## src/inc/adcst_pkg.sv

```systemverilog
// Package for the converter trim and input select control block.
// Assumes one 125 MHz clock mclk and a synchronous active-high reset.
package adcst_pkg;
   localparam int unsigned MCLK_MHZ        = 125;
   // Least low and high times of the trim request, in ns (plain defaults)
   localparam int unsigned TRIG_LOW_NS     = 80;
   localparam int unsigned TRIG_HIGH_NS    = 80;
   localparam int unsigned TRIG_LOW_CYC    = (TRIG_LOW_NS * MCLK_MHZ + 999) / 1000;
   localparam int unsigned TRIG_HIGH_CYC   = (TRIG_HIGH_NS * MCLK_MHZ + 999) / 1000;
   localparam int unsigned TRIM_CYC        = 64;
   localparam int unsigned CNT_W           = 8;

   localparam logic [3:0] REG_CFG          = 4'h0;
   localparam logic [3:0] REG_I_OFFSET     = 4'h2;
   localparam logic [3:0] REG_I_RANGE      = 4'h3;
   localparam logic [3:0] REG_Q_OFFSET     = 4'hA;
   localparam logic [3:0] REG_Q_RANGE      = 4'hB;

   localparam int unsigned CFG_TRIM_BIT    = 15;
   localparam int unsigned CFG_INTLV_BIT   = 7;
   localparam int unsigned CFG_ALT_BIT     = 6;

   localparam logic [15:0] CFG_RST         = 16'h0000;
   localparam logic [15:0] OFFSET_RST      = 16'h0000;
   localparam logic [15:0] RANGE_RST       = 16'h8000;
   // Pin-mode span values: low pin gives minimum, high pin gives mid
   localparam logic [15:0] RANGE_PIN_LO    = 16'h0000;
   localparam logic [15:0] RANGE_PIN_HI    = 16'h8000;

   typedef enum logic [2:0] {
      ADCST_IDLE = 3'b001,
      ADCST_ARM  = 3'b010,
      ADCST_RUN  = 3'b100
   } adcst_state_t;
endpackage

```

## src/rtl/adcst_sync.sv

```systemverilog
// Two-flop synchroniser for one level from outside the mclk domain.
// Assumes the input is a slow level; first flop feeds only the second.
`timescale 1ns/1ps
`default_nettype none
module adcst_sync (
   input  wire logic mclk,
   input  wire logic rst,
   input  wire logic rst_val,
   input  wire logic d,
   output logic      q
);
   logic meta_ff;
   logic sync_ff;
   logic nxt_meta;
   logic nxt_sync;

   always_comb begin
      nxt_meta = rst ? rst_val : d;
      nxt_sync = rst ? rst_val : meta_ff;
   end

   always_ff @(posedge mclk) begin
      meta_ff <= nxt_meta;
      sync_ff <= nxt_sync;
   end

   assign q = sync_ff;
endmodule
`default_nettype wire

```

## src/rtl/adcst_top.sv

```systemverilog
// Self-trim request handling, input routing and span/offset selection.
// Assumes pins are asynchronous to mclk; register writes come on the same clock.
`timescale 1ns/1ps
`default_nettype none
module adcst_top
   import adcst_pkg::*;
(
   input  wire logic        mclk,
   input  wire logic        rst,
   input  wire logic        trim_req_pin,
   input  wire logic        ext_ctrl_enable_n,
   input  wire logic        interleave_pin,
   input  wire logic        input_span_select,
   input  wire logic        coupling_select,
   input  wire logic        reg_wr,
   input  wire logic [3:0]  reg_addr,
   input  wire logic [15:0] reg_wdata,
   output logic [15:0]      reg_rdata,
   output logic             trim_in_progress,
   output logic             extended_pin_override_mode,
   output logic             interleave_en,
   output logic             ch_i_uses_secondary,
   output logic             ch_q_uses_secondary,
   output logic             ch_q_active,
   output logic [15:0]      i_span,
   output logic [15:0]      q_span,
   output logic [15:0]      i_offset,
   output logic [15:0]      q_offset,
   output logic             input_bias_en
);
   logic              req_pin_s;
   logic              ext_en_n_s;
   logic              intlv_s;
   logic              span_s;
   logic              coup_s;
   logic              ext_mode;
   logic [15:0]       cfg_ff;
   logic [15:0]       i_off_ff;
   logic [15:0]       i_rng_ff;
   logic [15:0]       q_off_ff;
   logic [15:0]       q_rng_ff;
   logic [15:0]       nxt_cfg;
   logic [15:0]       nxt_i_off;
   logic [15:0]       nxt_i_rng;
   logic [15:0]       nxt_q_off;
   logic [15:0]       nxt_q_rng;
   logic              eff_req;
   adcst_state_t      state_ff;
   adcst_state_t      nxt_state;
   logic [CNT_W-1:0]  cnt_ff;
   logic [CNT_W-1:0]  nxt_cnt;
   logic              intlv_ff;
   logic              alt_ff;
   logic              ext_mode_ff;
   logic [15:0]       i_span_ff;
   logic [15:0]       q_span_ff;
   logic [15:0]       i_offo_ff;
   logic [15:0]       q_offo_ff;
   logic              bias_ff;
   logic              nxt_intlv;
   logic              nxt_alt;
   logic [15:0]       nxt_i_span;
   logic [15:0]       nxt_q_span;
   logic [15:0]       nxt_i_offo;
   logic [15:0]       nxt_q_offo;
   logic              nxt_ext_mode;
   logic              nxt_bias;

   adcst_sync u_sync_req (.mclk(mclk), .rst(rst), .rst_val(1'b1), .d(trim_req_pin), .q(req_pin_s));
   adcst_sync u_sync_ext (.mclk(mclk), .rst(rst), .rst_val(1'b1), .d(ext_ctrl_enable_n), .q(ext_en_n_s));
   adcst_sync u_sync_itl (.mclk(mclk), .rst(rst), .rst_val(1'b0), .d(interleave_pin), .q(intlv_s));
   adcst_sync u_sync_spn (.mclk(mclk), .rst(rst), .rst_val(1'b0), .d(input_span_select), .q(span_s));
   adcst_sync u_sync_cpl (.mclk(mclk), .rst(rst), .rst_val(1'b0), .d(coupling_select), .q(coup_s));

   assign ext_mode = ~ext_en_n_s;

   // Registers hold defaults whenever extended control is off
   always_comb begin
      nxt_cfg   = cfg_ff;
      nxt_i_off = i_off_ff;
      nxt_i_rng = i_rng_ff;
      nxt_q_off = q_off_ff;
      nxt_q_rng = q_rng_ff;
      if (rst || !ext_mode) begin
         nxt_cfg   = CFG_RST;
         nxt_i_off = OFFSET_RST;
         nxt_i_rng = RANGE_RST;
         nxt_q_off = OFFSET_RST;
         nxt_q_rng = RANGE_RST;
      end else if (reg_wr) begin
         unique case (reg_addr)
            REG_CFG:      nxt_cfg   = reg_wdata;
            REG_I_OFFSET: nxt_i_off = reg_wdata;
            REG_I_RANGE:  nxt_i_rng = reg_wdata;
            REG_Q_OFFSET: nxt_q_off = reg_wdata;
            REG_Q_RANGE:  nxt_q_rng = reg_wdata;
            default:      nxt_cfg   = cfg_ff;
         endcase
      end
   end

   always_ff @(posedge mclk) begin
      cfg_ff   <= nxt_cfg;
      i_off_ff <= nxt_i_off;
      i_rng_ff <= nxt_i_rng;
      q_off_ff <= nxt_q_off;
      q_rng_ff <= nxt_q_rng;
   end

   always_comb begin
      unique case (reg_addr)
         REG_CFG:      reg_rdata = {cfg_ff[15:1], trim_in_progress};
         REG_I_OFFSET: reg_rdata = i_off_ff;
         REG_I_RANGE:  reg_rdata = i_rng_ff;
         REG_Q_OFFSET: reg_rdata = q_off_ff;
         REG_Q_RANGE:  reg_rdata = q_rng_ff;
         default:      reg_rdata = 16'h0000;
      endcase
   end

   // Pin alone outside extended control, OR with the bit inside it
   assign eff_req = req_pin_s | (ext_mode & cfg_ff[CFG_TRIM_BIT]);

   // Low must last TRIG_LOW_CYC + 1 cycles, then high TRIG_HIGH_CYC, before trim starts
   always_comb begin
      nxt_state = state_ff;
      nxt_cnt   = cnt_ff;
      if (rst) begin
         nxt_state = ADCST_IDLE;
         nxt_cnt   = '0;
      end else begin
         unique case (state_ff)
            ADCST_IDLE: begin
               if (eff_req) begin
                  nxt_cnt = '0;
               end else if (cnt_ff < CNT_W'(TRIG_LOW_CYC)) begin
                  nxt_cnt = cnt_ff + 1'b1;
               end else begin
                  nxt_state = ADCST_ARM;
                  nxt_cnt   = '0;
               end
            end
            ADCST_ARM: begin
               if (!eff_req) begin
                  nxt_cnt = '0;
               end else if (cnt_ff < CNT_W'(TRIG_HIGH_CYC - 1)) begin
                  nxt_cnt = cnt_ff + 1'b1;
               end else begin
                  nxt_state = ADCST_RUN;
                  nxt_cnt   = '0;
               end
            end
            ADCST_RUN: begin
               // Requests are not looked at while the trim runs
               if (cnt_ff == CNT_W'(TRIM_CYC - 1)) begin
                  nxt_state = ADCST_IDLE;
                  nxt_cnt   = '0;
               end else begin
                  nxt_cnt = cnt_ff + 1'b1;
               end
            end
            default: begin
               nxt_state = ADCST_IDLE;
               nxt_cnt   = '0;
            end
         endcase
      end
   end

   always_ff @(posedge mclk) begin
      state_ff <= nxt_state;
      cnt_ff   <= nxt_cnt;
   end

   assign trim_in_progress = (state_ff == ADCST_RUN);

   // Routing and span/offset selection, registered
   always_comb begin
      nxt_intlv    = ext_mode ? cfg_ff[CFG_INTLV_BIT] : intlv_s;
      nxt_alt      = ext_mode & cfg_ff[CFG_INTLV_BIT] & cfg_ff[CFG_ALT_BIT];
      nxt_i_span   = ext_mode ? i_rng_ff : (span_s ? RANGE_PIN_HI : RANGE_PIN_LO);
      nxt_q_span   = ext_mode ? q_rng_ff : (span_s ? RANGE_PIN_HI : RANGE_PIN_LO);
      nxt_i_offo   = ext_mode ? i_off_ff : OFFSET_RST;
      nxt_q_offo   = ext_mode ? q_off_ff : OFFSET_RST;
      nxt_ext_mode = ext_mode;
      // One pin sets coupling for both inputs, so one bias enable serves both
      nxt_bias     = ~coup_s;
      if (rst) begin
         nxt_intlv    = 1'b0;
         nxt_alt      = 1'b0;
         nxt_i_span   = RANGE_PIN_LO;
         nxt_q_span   = RANGE_PIN_LO;
         nxt_i_offo   = OFFSET_RST;
         nxt_q_offo   = OFFSET_RST;
         nxt_ext_mode = 1'b0;
         nxt_bias     = 1'b1;
      end
   end

   always_ff @(posedge mclk) begin
      intlv_ff    <= nxt_intlv;
      alt_ff      <= nxt_alt;
      ext_mode_ff <= nxt_ext_mode;
      bias_ff     <= nxt_bias;
      i_span_ff   <= nxt_i_span;
      q_span_ff   <= nxt_q_span;
      i_offo_ff   <= nxt_i_offo;
      q_offo_ff   <= nxt_q_offo;
   end

   assign extended_pin_override_mode = ext_mode_ff;
   assign interleave_en       = intlv_ff;
   // Independent: I takes primary, Q its own; interleaved: both take one input
   assign ch_i_uses_secondary = intlv_ff & alt_ff;
   assign ch_q_uses_secondary = ~intlv_ff | alt_ff;
   assign ch_q_active         = 1'b1;
   assign i_span              = i_span_ff;
   assign q_span              = q_span_ff;
   assign i_offset            = i_offo_ff;
   assign q_offset            = q_offo_ff;
   assign input_bias_en       = bias_ff;

   property p_run_len;
      @(posedge mclk) disable iff (rst) $rose(trim_in_progress) |-> trim_in_progress [*8];
   endproperty
   a_run_len: assert property (p_run_len) else $error("trim ended too soon");

   property p_run_from_arm;
      @(posedge mclk) disable iff (rst) $rose(trim_in_progress) |-> $past(state_ff) == ADCST_ARM && $past(eff_req);
   endproperty
   a_run_from_arm: assert property (p_run_from_arm) else $error("trim started without request");

   property p_ignore;
      @(posedge mclk) disable iff (rst) trim_in_progress && cnt_ff != CNT_W'(TRIM_CYC - 1) |=> trim_in_progress;
   endproperty
   a_ignore: assert property (p_ignore) else $error("trim cut short");

   // A set request bit must keep the low-interval count cleared even with the pin low
   property p_eff;
      @(posedge mclk) disable iff (rst)
         ext_mode && cfg_ff[CFG_TRIM_BIT] && state_ff == ADCST_IDLE |=> state_ff == ADCST_IDLE && cnt_ff == '0;
   endproperty
   a_eff: assert property (p_eff) else $error("request bit does not hold off the low count");

   property p_defaults;
      @(posedge mclk) disable iff (rst) !ext_mode |=> cfg_ff == CFG_RST && i_rng_ff == RANGE_RST;
   endproperty
   a_defaults: assert property (p_defaults) else $error("registers not at default");

   property p_span_pin;
      @(posedge mclk) disable iff (rst) !ext_mode |=> i_span == q_span;
   endproperty
   a_span_pin: assert property (p_span_pin) else $error("spans differ in pin mode");

   property p_span_reg;
      @(posedge mclk) disable iff (rst) ext_mode |=> q_span == $past(q_rng_ff);
   endproperty
   a_span_reg: assert property (p_span_reg) else $error("Q span not from register");

   property p_intlv;
      @(posedge mclk) disable iff (rst) !ext_mode |=> interleave_en == $past(intlv_s) && !ch_i_uses_secondary;
   endproperty
   a_intlv: assert property (p_intlv) else $error("interleave routing wrong");

   property p_run_end;
      @(posedge mclk) disable iff (rst) trim_in_progress && cnt_ff == CNT_W'(TRIM_CYC - 1) |=> !trim_in_progress;
   endproperty
   a_run_end: assert property (p_run_end) else $error("trim ran too long");

   property p_rearm;
      @(posedge mclk) disable iff (rst) $fell(trim_in_progress) |-> state_ff == ADCST_IDLE && cnt_ff == '0;
   endproperty
   a_rearm: assert property (p_rearm) else $error("trim end kept an old low interval");

   property p_offset_pin;
      @(posedge mclk) disable iff (rst) !ext_mode |=> i_offset == OFFSET_RST && q_offset == OFFSET_RST;
   endproperty
   a_offset_pin: assert property (p_offset_pin) else $error("offset applied in pin mode");

   property p_route_indep;
      @(posedge mclk) disable iff (rst) !interleave_en |-> !ch_i_uses_secondary && ch_q_uses_secondary && ch_q_active;
   endproperty
   a_route_indep: assert property (p_route_indep) else $error("independent routing wrong");

   property p_route_intlv;
      @(posedge mclk) disable iff (rst) interleave_en |-> ch_i_uses_secondary == ch_q_uses_secondary;
   endproperty
   a_route_intlv: assert property (p_route_intlv) else $error("channels take different inputs");

   property p_bias;
      @(posedge mclk) disable iff (rst) coup_s |=> !input_bias_en;
   endproperty
   a_bias: assert property (p_bias) else $error("bias left on in direct coupling");

   c_trim: cover property (@(posedge mclk) disable iff (rst) $rose(trim_in_progress));
   c_ext_trim: cover property (@(posedge mclk) disable iff (rst) ext_mode && !req_pin_s ##1 $rose(trim_in_progress));
   c_alt: cover property (@(posedge mclk) disable iff (rst) ch_i_uses_secondary);
   c_reject: cover property (@(posedge mclk) disable iff (rst) trim_in_progress && !req_pin_s);
   c_direct: cover property (@(posedge mclk) disable iff (rst) !input_bias_en && !interleave_en);
endmodule
`default_nettype wire

```

## config.mk

```make
export PLATFORM = sky130hd
export DESIGN_NAME = adcst_top
export DESIGN_NICKNAME = d
export VERILOG_FILES = /design/src/inc/adcst_pkg.sv /design/src/rtl/adcst_sync.sv /design/src/rtl/adcst_top.sv
export SDC_FILE = /design/constraint.sdc
export NUM_CORES = 1
export LEC_CHECK = 0
export ABC_AREA = 1
export BUFFER_PORTS_ARGS = -buffer_cell sky130_fd_sc_hd__buf_2
export CAP_MARGIN = 10
export CORE_MARGIN = 3
export CORE_UTILIZATION = 58
export DETAILED_ROUTE_END_ITERATION = 10
export HOLD_SLACK_MARGIN = 0.02
export PLACE_DENSITY = 0.83
export REMOVE_ABC_BUFFERS = 1
export SYNTH_ARGS = -nofsm -noshare
export SYNTH_HDL_FRONTEND = slang
export SYNTH_SLANG_ARGS = --single-unit
export TNS_END_PERCENT = 30
```

## constraint.sdc

```tcl
create_clock -name mclk -period 2.45 [get_ports mclk]
set_clock_uncertainty 0.2 [all_clocks]
set_input_delay 0.1225 -clock mclk [delete_from_list [all_inputs] [get_ports mclk]]
set_output_delay 0.1225 -clock mclk [all_outputs]
set_load 0.02 [all_outputs]
```

; ---- Word level (Yosys, flattened, before mapping)
; Index checks and enable logic that the tools add are counted.
[op_classes]
reduce_logical = 9
mux = 17
n_lt_le_gt_ge = 2
bitwise_logic = 9
n_eq_ne = 13
add_sub_neg = 1
[ops]
columns = cell, count
row1 = $pmux W16 S5, 1
row2 = $mux W16, 3
row3 = $mux W8, 5
row4 = $pmux W8 S3, 1
row5 = $lt A8 B4 Y1 const B, 2
row6 = $mux W3, 5
row7 = $reduce_and A2 Y1, 5
row8 = $pmux W3 S3, 1
row9 = $add A8 B1 Y8 const B, 1
row10 = $eq A4 B2 Y1 const B, 2
row11 = $eq A4 B4 Y1 const B, 2
row12 = $eq A8 B6 Y1 const B, 1
row13 = $ne A2 B2 Y1 const B, 4
row14 = $reduce_and A5 Y1, 1
row15 = $and A1 B1 Y1, 4
row16 = $logic_not A4 Y1, 1
row17 = $eq A3 B1 Y1 const B, 1
row18 = $eq A3 B2 Y1 const B, 1
row19 = $eq A3 B3 Y1 const B, 1
row20 = $not A1 Y1, 3
row21 = $ne A2 B1 Y1 const B, 1
row22 = $or A1 B1 Y1, 2
row23 = $reduce_or A2 Y1, 1
row24 = $logic_or A1 B1 Y1, 1
row25 = $mux W1, 1
[word_totals]
out_inout_bits = 87
wordCells = 76
in_bits = 28
regBits = 169

; ---- Logic depth before layout (Yosys ltp)
[depth]
ltp_word = 5
depth_mapped = 10
depth_no_buf = 10

; ---- By module
; From an unflattened synthesis, not the netlist that was laid out.
[unflattened]
hier_cells = 729
area_unflattened_um2 = 5939.4
[modules_own_cells]
columns = module, n_inst, area_each_um2, cells_per_inst, seq_area_each_um2
row1 = adcst_top, 1, 5626.6, 689, 3163.0
row2 = adcst_sync, 5, 62.6, 8, 40.0

; ---- Worst setup path after synthesis
; OpenSTA, ideal clock, no wires.
[synth_path]
kind = reg2reg
start = register cnt_ff[0]
end = register cnt_ff[2]
stages_incl_launch_ff = 9
t_required_ns = 2.134
t_arrival_ns = 1.207
path_slack_ns = 0.927
path_buffers = 0
period_less_slack_ns = 1.523
cell_sequence = dfxtp_1 ha_1 nand2_1 nor2_2 nand3_2 o21ai_1 nand3_1 nand3_2 nor2_1
[synth_via]
elab_chain_cells = 4
elab_cells_between_ends = 10
cone_classes = add/sub: 1 / order compare: 2 / eq/ne: 1 / mux: 6
[synth_rtl]
columns = element, line_no
row1 = "start, declared", adcst_top.sv:50  ; logic [CNT_W-1:0] cnt_ff;
row2 = "start signal, assigned", adcst_top.sv:172  ; cnt_ff <= nxt_cnt;
row3 = $add A8 B1 Y8 (tied with other cells), "adcst_top.sv:137, adcst_top.sv:147, adcst_top.sv:159"
row4 = "$mux W8, on equally long branches", "adcst_top.sv:146, adcst_top.sv:136"
row5 = "$mux W8, on equally long branches", "adcst_top.sv:144, adcst_top.sv:134"
row6 = $pmux W8 S3 *, adcst_top.sv:132  ; unique case (state_ff)
; Mark *: on every way between the ends. The rest lies on a longest branch, timed or not.
; A chain may end at the register's enable or synchronous reset.

; ---- Worst setup path after layout
[layout_path]
start = input reg_addr[1]
end = output reg_rdata[15]
[layout_via]
elab_chain_cells = 2
elab_cells_between_ends = 6
cone_classes = eq/ne: 4 / mux: 1 / reduce/logical: 1
[layout_rtl]
columns = element, line_no
row1 = "start, declared", adcst_top.sv:16  ; input wire logic [3:0] reg_addr,
row2 = $eq A4 B4 Y1 (tied with other cells), adcst_top.sv:111  ; unique case (reg_addr)
row3 = $pmux W16 S5 *, adcst_top.sv:111
row4 = "end, declared", adcst_top.sv:18  ; output logic [15:0] reg_rdata,
; Marked as above.

==> run_summary.xml <==
<?xml version="1.0" encoding="UTF-8"?>
<metrics>
  <group name="grt">
    <metric name="largest_net_degree_at_the_start_of_global_routing" unit="">81</metric>
    <metric name="grt_pass1_vias" unit="">5202</metric>
    <metric name="number_of_antenna_violations_at_the_first_check_in_global_routing" unit="">0</metric>
    <metric name="aggregate_global_route_resource_usage" unit="">0.286</metric>
    <metric name="global_route_wire_length_before_repair" unit="mm">25.5</metric>
    <metric name="overflow" unit="">0</metric>
  </group>
  <group name="setup_path">
    <metric name="worstPathMaxFanout" unit="">16</metric>
    <metric name="cp_data_required_time" unit="ns">2.13</metric>
    <metric name="cp_endpoint_kind" unit="">output pin</metric>
    <metric name="rr_worst_depth" unit="">5</metric>
    <metric name="worst_r2r_endpoint" unit="">q_rng_ff[0]</metric>
    <metric name="ws_path_type" unit="">input port to output pin</metric>
    <metric name="cp.arrival" unit="ns">1.98</metric>
    <metric name="reg2reg_setup_slack" unit="ns">0.28</metric>
    <metric name="r2r-start" unit="">u_sync_ext.q</metric>
    <metric name="critPathLaunchType" unit="">input port</metric>
  </group>
  <group name="pwr">
    <metric name="p_leak" unit="uW">0.00293</metric>
    <metric name="powerDensity" unit="nW/um^2">748</metric>
    <metric name="vdd_drop_max" unit="uV">426</metric>
  </group>
  <group name="cts">
    <metric name="tritoncts" unit="">done</metric>
    <metric name="cts_max_level" unit="">4</metric>
    <metric name="clockBufferDepth" unit="">2</metric>
    <metric name="clock_tree_root_driver_cell" unit="">sky130_fd_sc_hd__clkbuf_8</metric>
    <metric name="cts-buffers-inserted" unit="">17</metric>
    <metric name="cts_setup_buffers" unit="">0</metric>
    <metric name="clkTransAtPathRegs" unit="ns">0.07</metric>
    <metric name="clock_latency" unit="ns">0.54</metric>
    <metric name="cts.sinks" unit="">168</metric>
  </group>
  <group name="synthesis">
    <metric name="number_of_enable_type_register_cells_in_the_synthesized_netlist" unit="">0</metric>
    <metric name="synth.distinct_cells" unit="">27</metric>
    <metric name="synth-main-ff-cell" unit="">sky130_fd_sc_hd__dfxtp_1</metric>
    <metric name="avgSynthCellArea" unit="um^2">8.32</metric>
    <metric name="synth_largest_area_cell" unit="">sky130_fd_sc_hd__dfxtp_1</metric>
    <metric name="async_reset_ff_frac" unit="">0</metric>
    <metric name="synthesis.instances" unit="">703</metric>
    <metric name="synthesis.area" unit="um^2">5850</metric>
    <metric name="synth_top_cells_by_area" unit="">sky130_fd_sc_hd__dfxtp_1, sky130_fd_sc_hd__inv_1, sky130_fd_sc_hd__a21oi_1, sky130_fd_sc_hd__nor2_1, sky130_fd_sc_hd__o21ai_0</metric>
    <metric name="synth_top_area_frac" unit="">0.575</metric>
    <metric name="synth-seq-cells" unit="">168</metric>
    <metric name="sequential_element_share_of_the_synthesized_area" unit="">0.575</metric>
    <metric name="ys_warn_count" unit="">0</metric>
  </group>
  <group name="floorplanning">
    <metric name="io_pins" unit="">115</metric>
    <metric name="fp.dieArea" unit="um^2">11300</metric>
    <metric name="placement_rows" unit="">36</metric>
    <metric name="floorplan.initialDensity" unit="">0.598</metric>
    <metric name="chipWidth" unit="um">106</metric>
    <metric name="die-height" unit="um">106</metric>
    <metric name="fp.coreArea" unit="um^2">9770</metric>
  </group>
  <group name="run">
    <metric name="drv_cap" unit="">0</metric>
  </group>
  <group name="finish">
    <metric name="drive_above_1_share" unit="">0.207</metric>
    <metric name="flow.area_growth_from_synthesis" unit="%">27.6</metric>
    <metric name="utilization" unit="">0.763</metric>
    <metric name="layout.nets" unit="">875</metric>
    <metric name="finalInstanceArea" unit="um^2">7460</metric>
    <metric name="mostFrequentLayoutCells" unit="">sky130_fd_sc_hd__dfxtp_1, sky130_fd_sc_hd__buf_2, sky130_fd_sc_hd__inv_1, sky130_fd_sc_hd__nor2_1, sky130_fd_sc_hd__a21oi_1</metric>
    <metric name="mostFrequentLayoutCell" unit="">sky130_fd_sc_hd__dfxtp_1</metric>
    <metric name="n_antenna_cell" unit="">0</metric>
  </group>
  <group name="sta">
    <metric name="max_freq" unit="GHz">0.435</metric>
    <metric name="setup_repair_after_global_routing_missed_its_margin" unit="">no</metric>
    <metric name="fin_setup_tns" unit="ns">0</metric>
    <metric name="final_hold_viol_count" unit="">0</metric>
    <metric name="fin_crit" unit="ns">2.30</metric>
    <metric name="fin_crit_share" unit="">0.939</metric>
    <metric name="timing.final.setup_violations" unit="">0</metric>
    <metric name="final_slew_violations" unit="">0</metric>
    <metric name="setup_ws" unit="ns">0.151</metric>
  </group>
  <group name="detailed_routing">
    <metric name="route.final.wire_length" unit="mm">15.9</metric>
    <metric name="drt_first_pass_iters" unit="">6</metric>
    <metric name="drt-initial-drc-count" unit="">434</metric>
    <metric name="route.antenna.remaining_nets" unit="">0</metric>
    <metric name="routed-via-count" unit="">5451</metric>
    <metric name="viasPerCell" unit="">5.50</metric>
    <metric name="wl_per_cell" unit="um">16.0</metric>
    <metric name="remaining_drc_errors" unit="">0</metric>
  </group>
  <group name="placement">
    <metric name="detailed_place.area" unit="um^2">6500</metric>
    <metric name="io_buffers" unit="">113</metric>
    <metric name="dp_slack" unit="ns">0.591</metric>
    <metric name="globalplace.congestion" unit="">0.860</metric>
    <metric name="dp_hpwl" unit="mm">9.39</metric>
  </group>
  <group name="worst_hold_path">
    <metric name="min-delay-path-class" unit="">flip-flop to flip-flop</metric>
    <metric name="min_to" unit="">u_sync_spn.q</metric>
    <metric name="hold_depth" unit="">2</metric>
    <metric name="holdCritStartpoint" unit="">u_sync_spn.meta_ff</metric>
  </group>
  <group name="status">
    <metric name="run_status" unit="">completed</metric>
  </group>
</metrics>
[power by group]
group / switching (uW) / internal (uW)
clock: 1220 / 1410
sequential: 6.51 / 2740
combinational: 125 / 80.3
total: 1350 / 4230
[cells in the mapped netlist, types with 2 or more instances]
master / count
sky130_fd_sc_hd__inv_1: 105
sky130_fd_sc_hd__buf_2: 18
sky130_fd_sc_hd__dfxtp_1: 168
sky130_fd_sc_hd__nor2_2: 3
sky130_fd_sc_hd__nand2_1: 27
sky130_fd_sc_hd__nand3_1: 18
sky130_fd_sc_hd__nand4_1: 4
sky130_fd_sc_hd__ha_1: 2
sky130_fd_sc_hd__clkbuf_1: 18
sky130_fd_sc_hd__a21oi_1: 78
sky130_fd_sc_hd__nor3_1: 2
sky130_fd_sc_hd__o21ai_0: 75
sky130_fd_sc_hd__nor2_1: 103
sky130_fd_sc_hd__xor2_1: 5
sky130_fd_sc_hd__o22ai_1: 30
sky130_fd_sc_hd__nand3_2: 2
sky130_fd_sc_hd__o21ai_1: 26
sky130_fd_sc_hd__inv_2: 5
sky130_fd_sc_hd__nor2_4: 3
sky130_fd_sc_hd__or2_2: 4
[kinds of logic (layout without fill, tap and decap cells)]
group,after synthesis,after routing,synth area share
DFF,168,168,0.575
buffers and inverters,147,302,0.0989
adders and majority gates,2,2,0.00428
and+or+nand+nor,167,167,0.123
other,1,1,0.000641
AOI/OAI and AO/OA,212,212,0.189
xor gates and xnor gates,6,6,0.00899
[metrics by stage]
step                cells  hold slack [ns]  total power (uW)
floorplan             666         -0.00632              2880
global placement      923            0.111              2960
detailed placement    923            0.116              2960
CTS                   991            0.179              5570
global route          991            0.226              5730
finish                991            0.206              5580
[critical path: stages]
cell                            delay, ns
sky130_fd_sc_hd__dlygate4sd3_1       0.54
sky130_fd_sc_hd__buf_2               0.14
sky130_fd_sc_hd__nor2_1              0.19
sky130_fd_sc_hd__nand2_2             0.31
sky130_fd_sc_hd__o22ai_1             0.26
sky130_fd_sc_hd__nor2_1              0.07
sky130_fd_sc_hd__o21ai_1             0.13
sky130_fd_sc_hd__buf_2               0.21
[layer usage]
metal / share of wire / vias to the layer above / routed length (um) / track usage
met5: 0 / - / 0 / 0
met4: 0.033 / 0 / 523 / 0.129
met3: 0.082 / 59 / 1300 / 0.0716
met2: 0.49 / 328 / 7760 / 0.473
met1: 0.40 / 2513 / 6290 / 0.352
li1: - / 2551 / - / -
[timing repair]
| item | in CTS | in global routing |
|---|---|---|
| hold buffers | 36 | 0 |
| gates resized for setup | 0 | 4 |
| setup endpoints to repair | 0 | 17 |
| endpoints found under the hold margin | 93 | 0 |
[flip-flops by register name, indices dropped and copies added (netlist names), 3 cells and up]
signal / count
i_rng_ff: 16
q_span: 16
q_offset: 16
q_rng_ff: 16
cfg_ff: 15
state_ff: 3
i_offset: 16
q_off_ff: 16
i_span: 16
cnt_ff: 8
i_off_ff: 16
[cell type report]
cell class              instances  area (um^2)
clock buffers                  17          414
clock inverters                15          174
fillers                       639         2310
inverters                     110          413
multi-input cells             388         1920
flip-flops and latches        168         3360
well taps                     133          166
repair buffers                160         1010
[worst max path at each step]
stage / endpoint / cells past startpoint / start / slack, ns
after floorplan: i_span[15] / 3 / u_sync_ext.q / -0.73
after global placement: reg_rdata[11] / 7 / reg_addr[3] / 0.57
after detailed placement: reg_rdata[15] / 7 / reg_addr[3] / 0.59
after CTS: reg_rdata[6] / 8 / reg_addr[3] / 0.006
after global routing: reg_rdata[9] / 8 / reg_addr[1] / 0.06
final: reg_rdata[15] / 8 / reg_addr[1] / 0.15
Note: power is estimated with default switching activity, not from simulation.
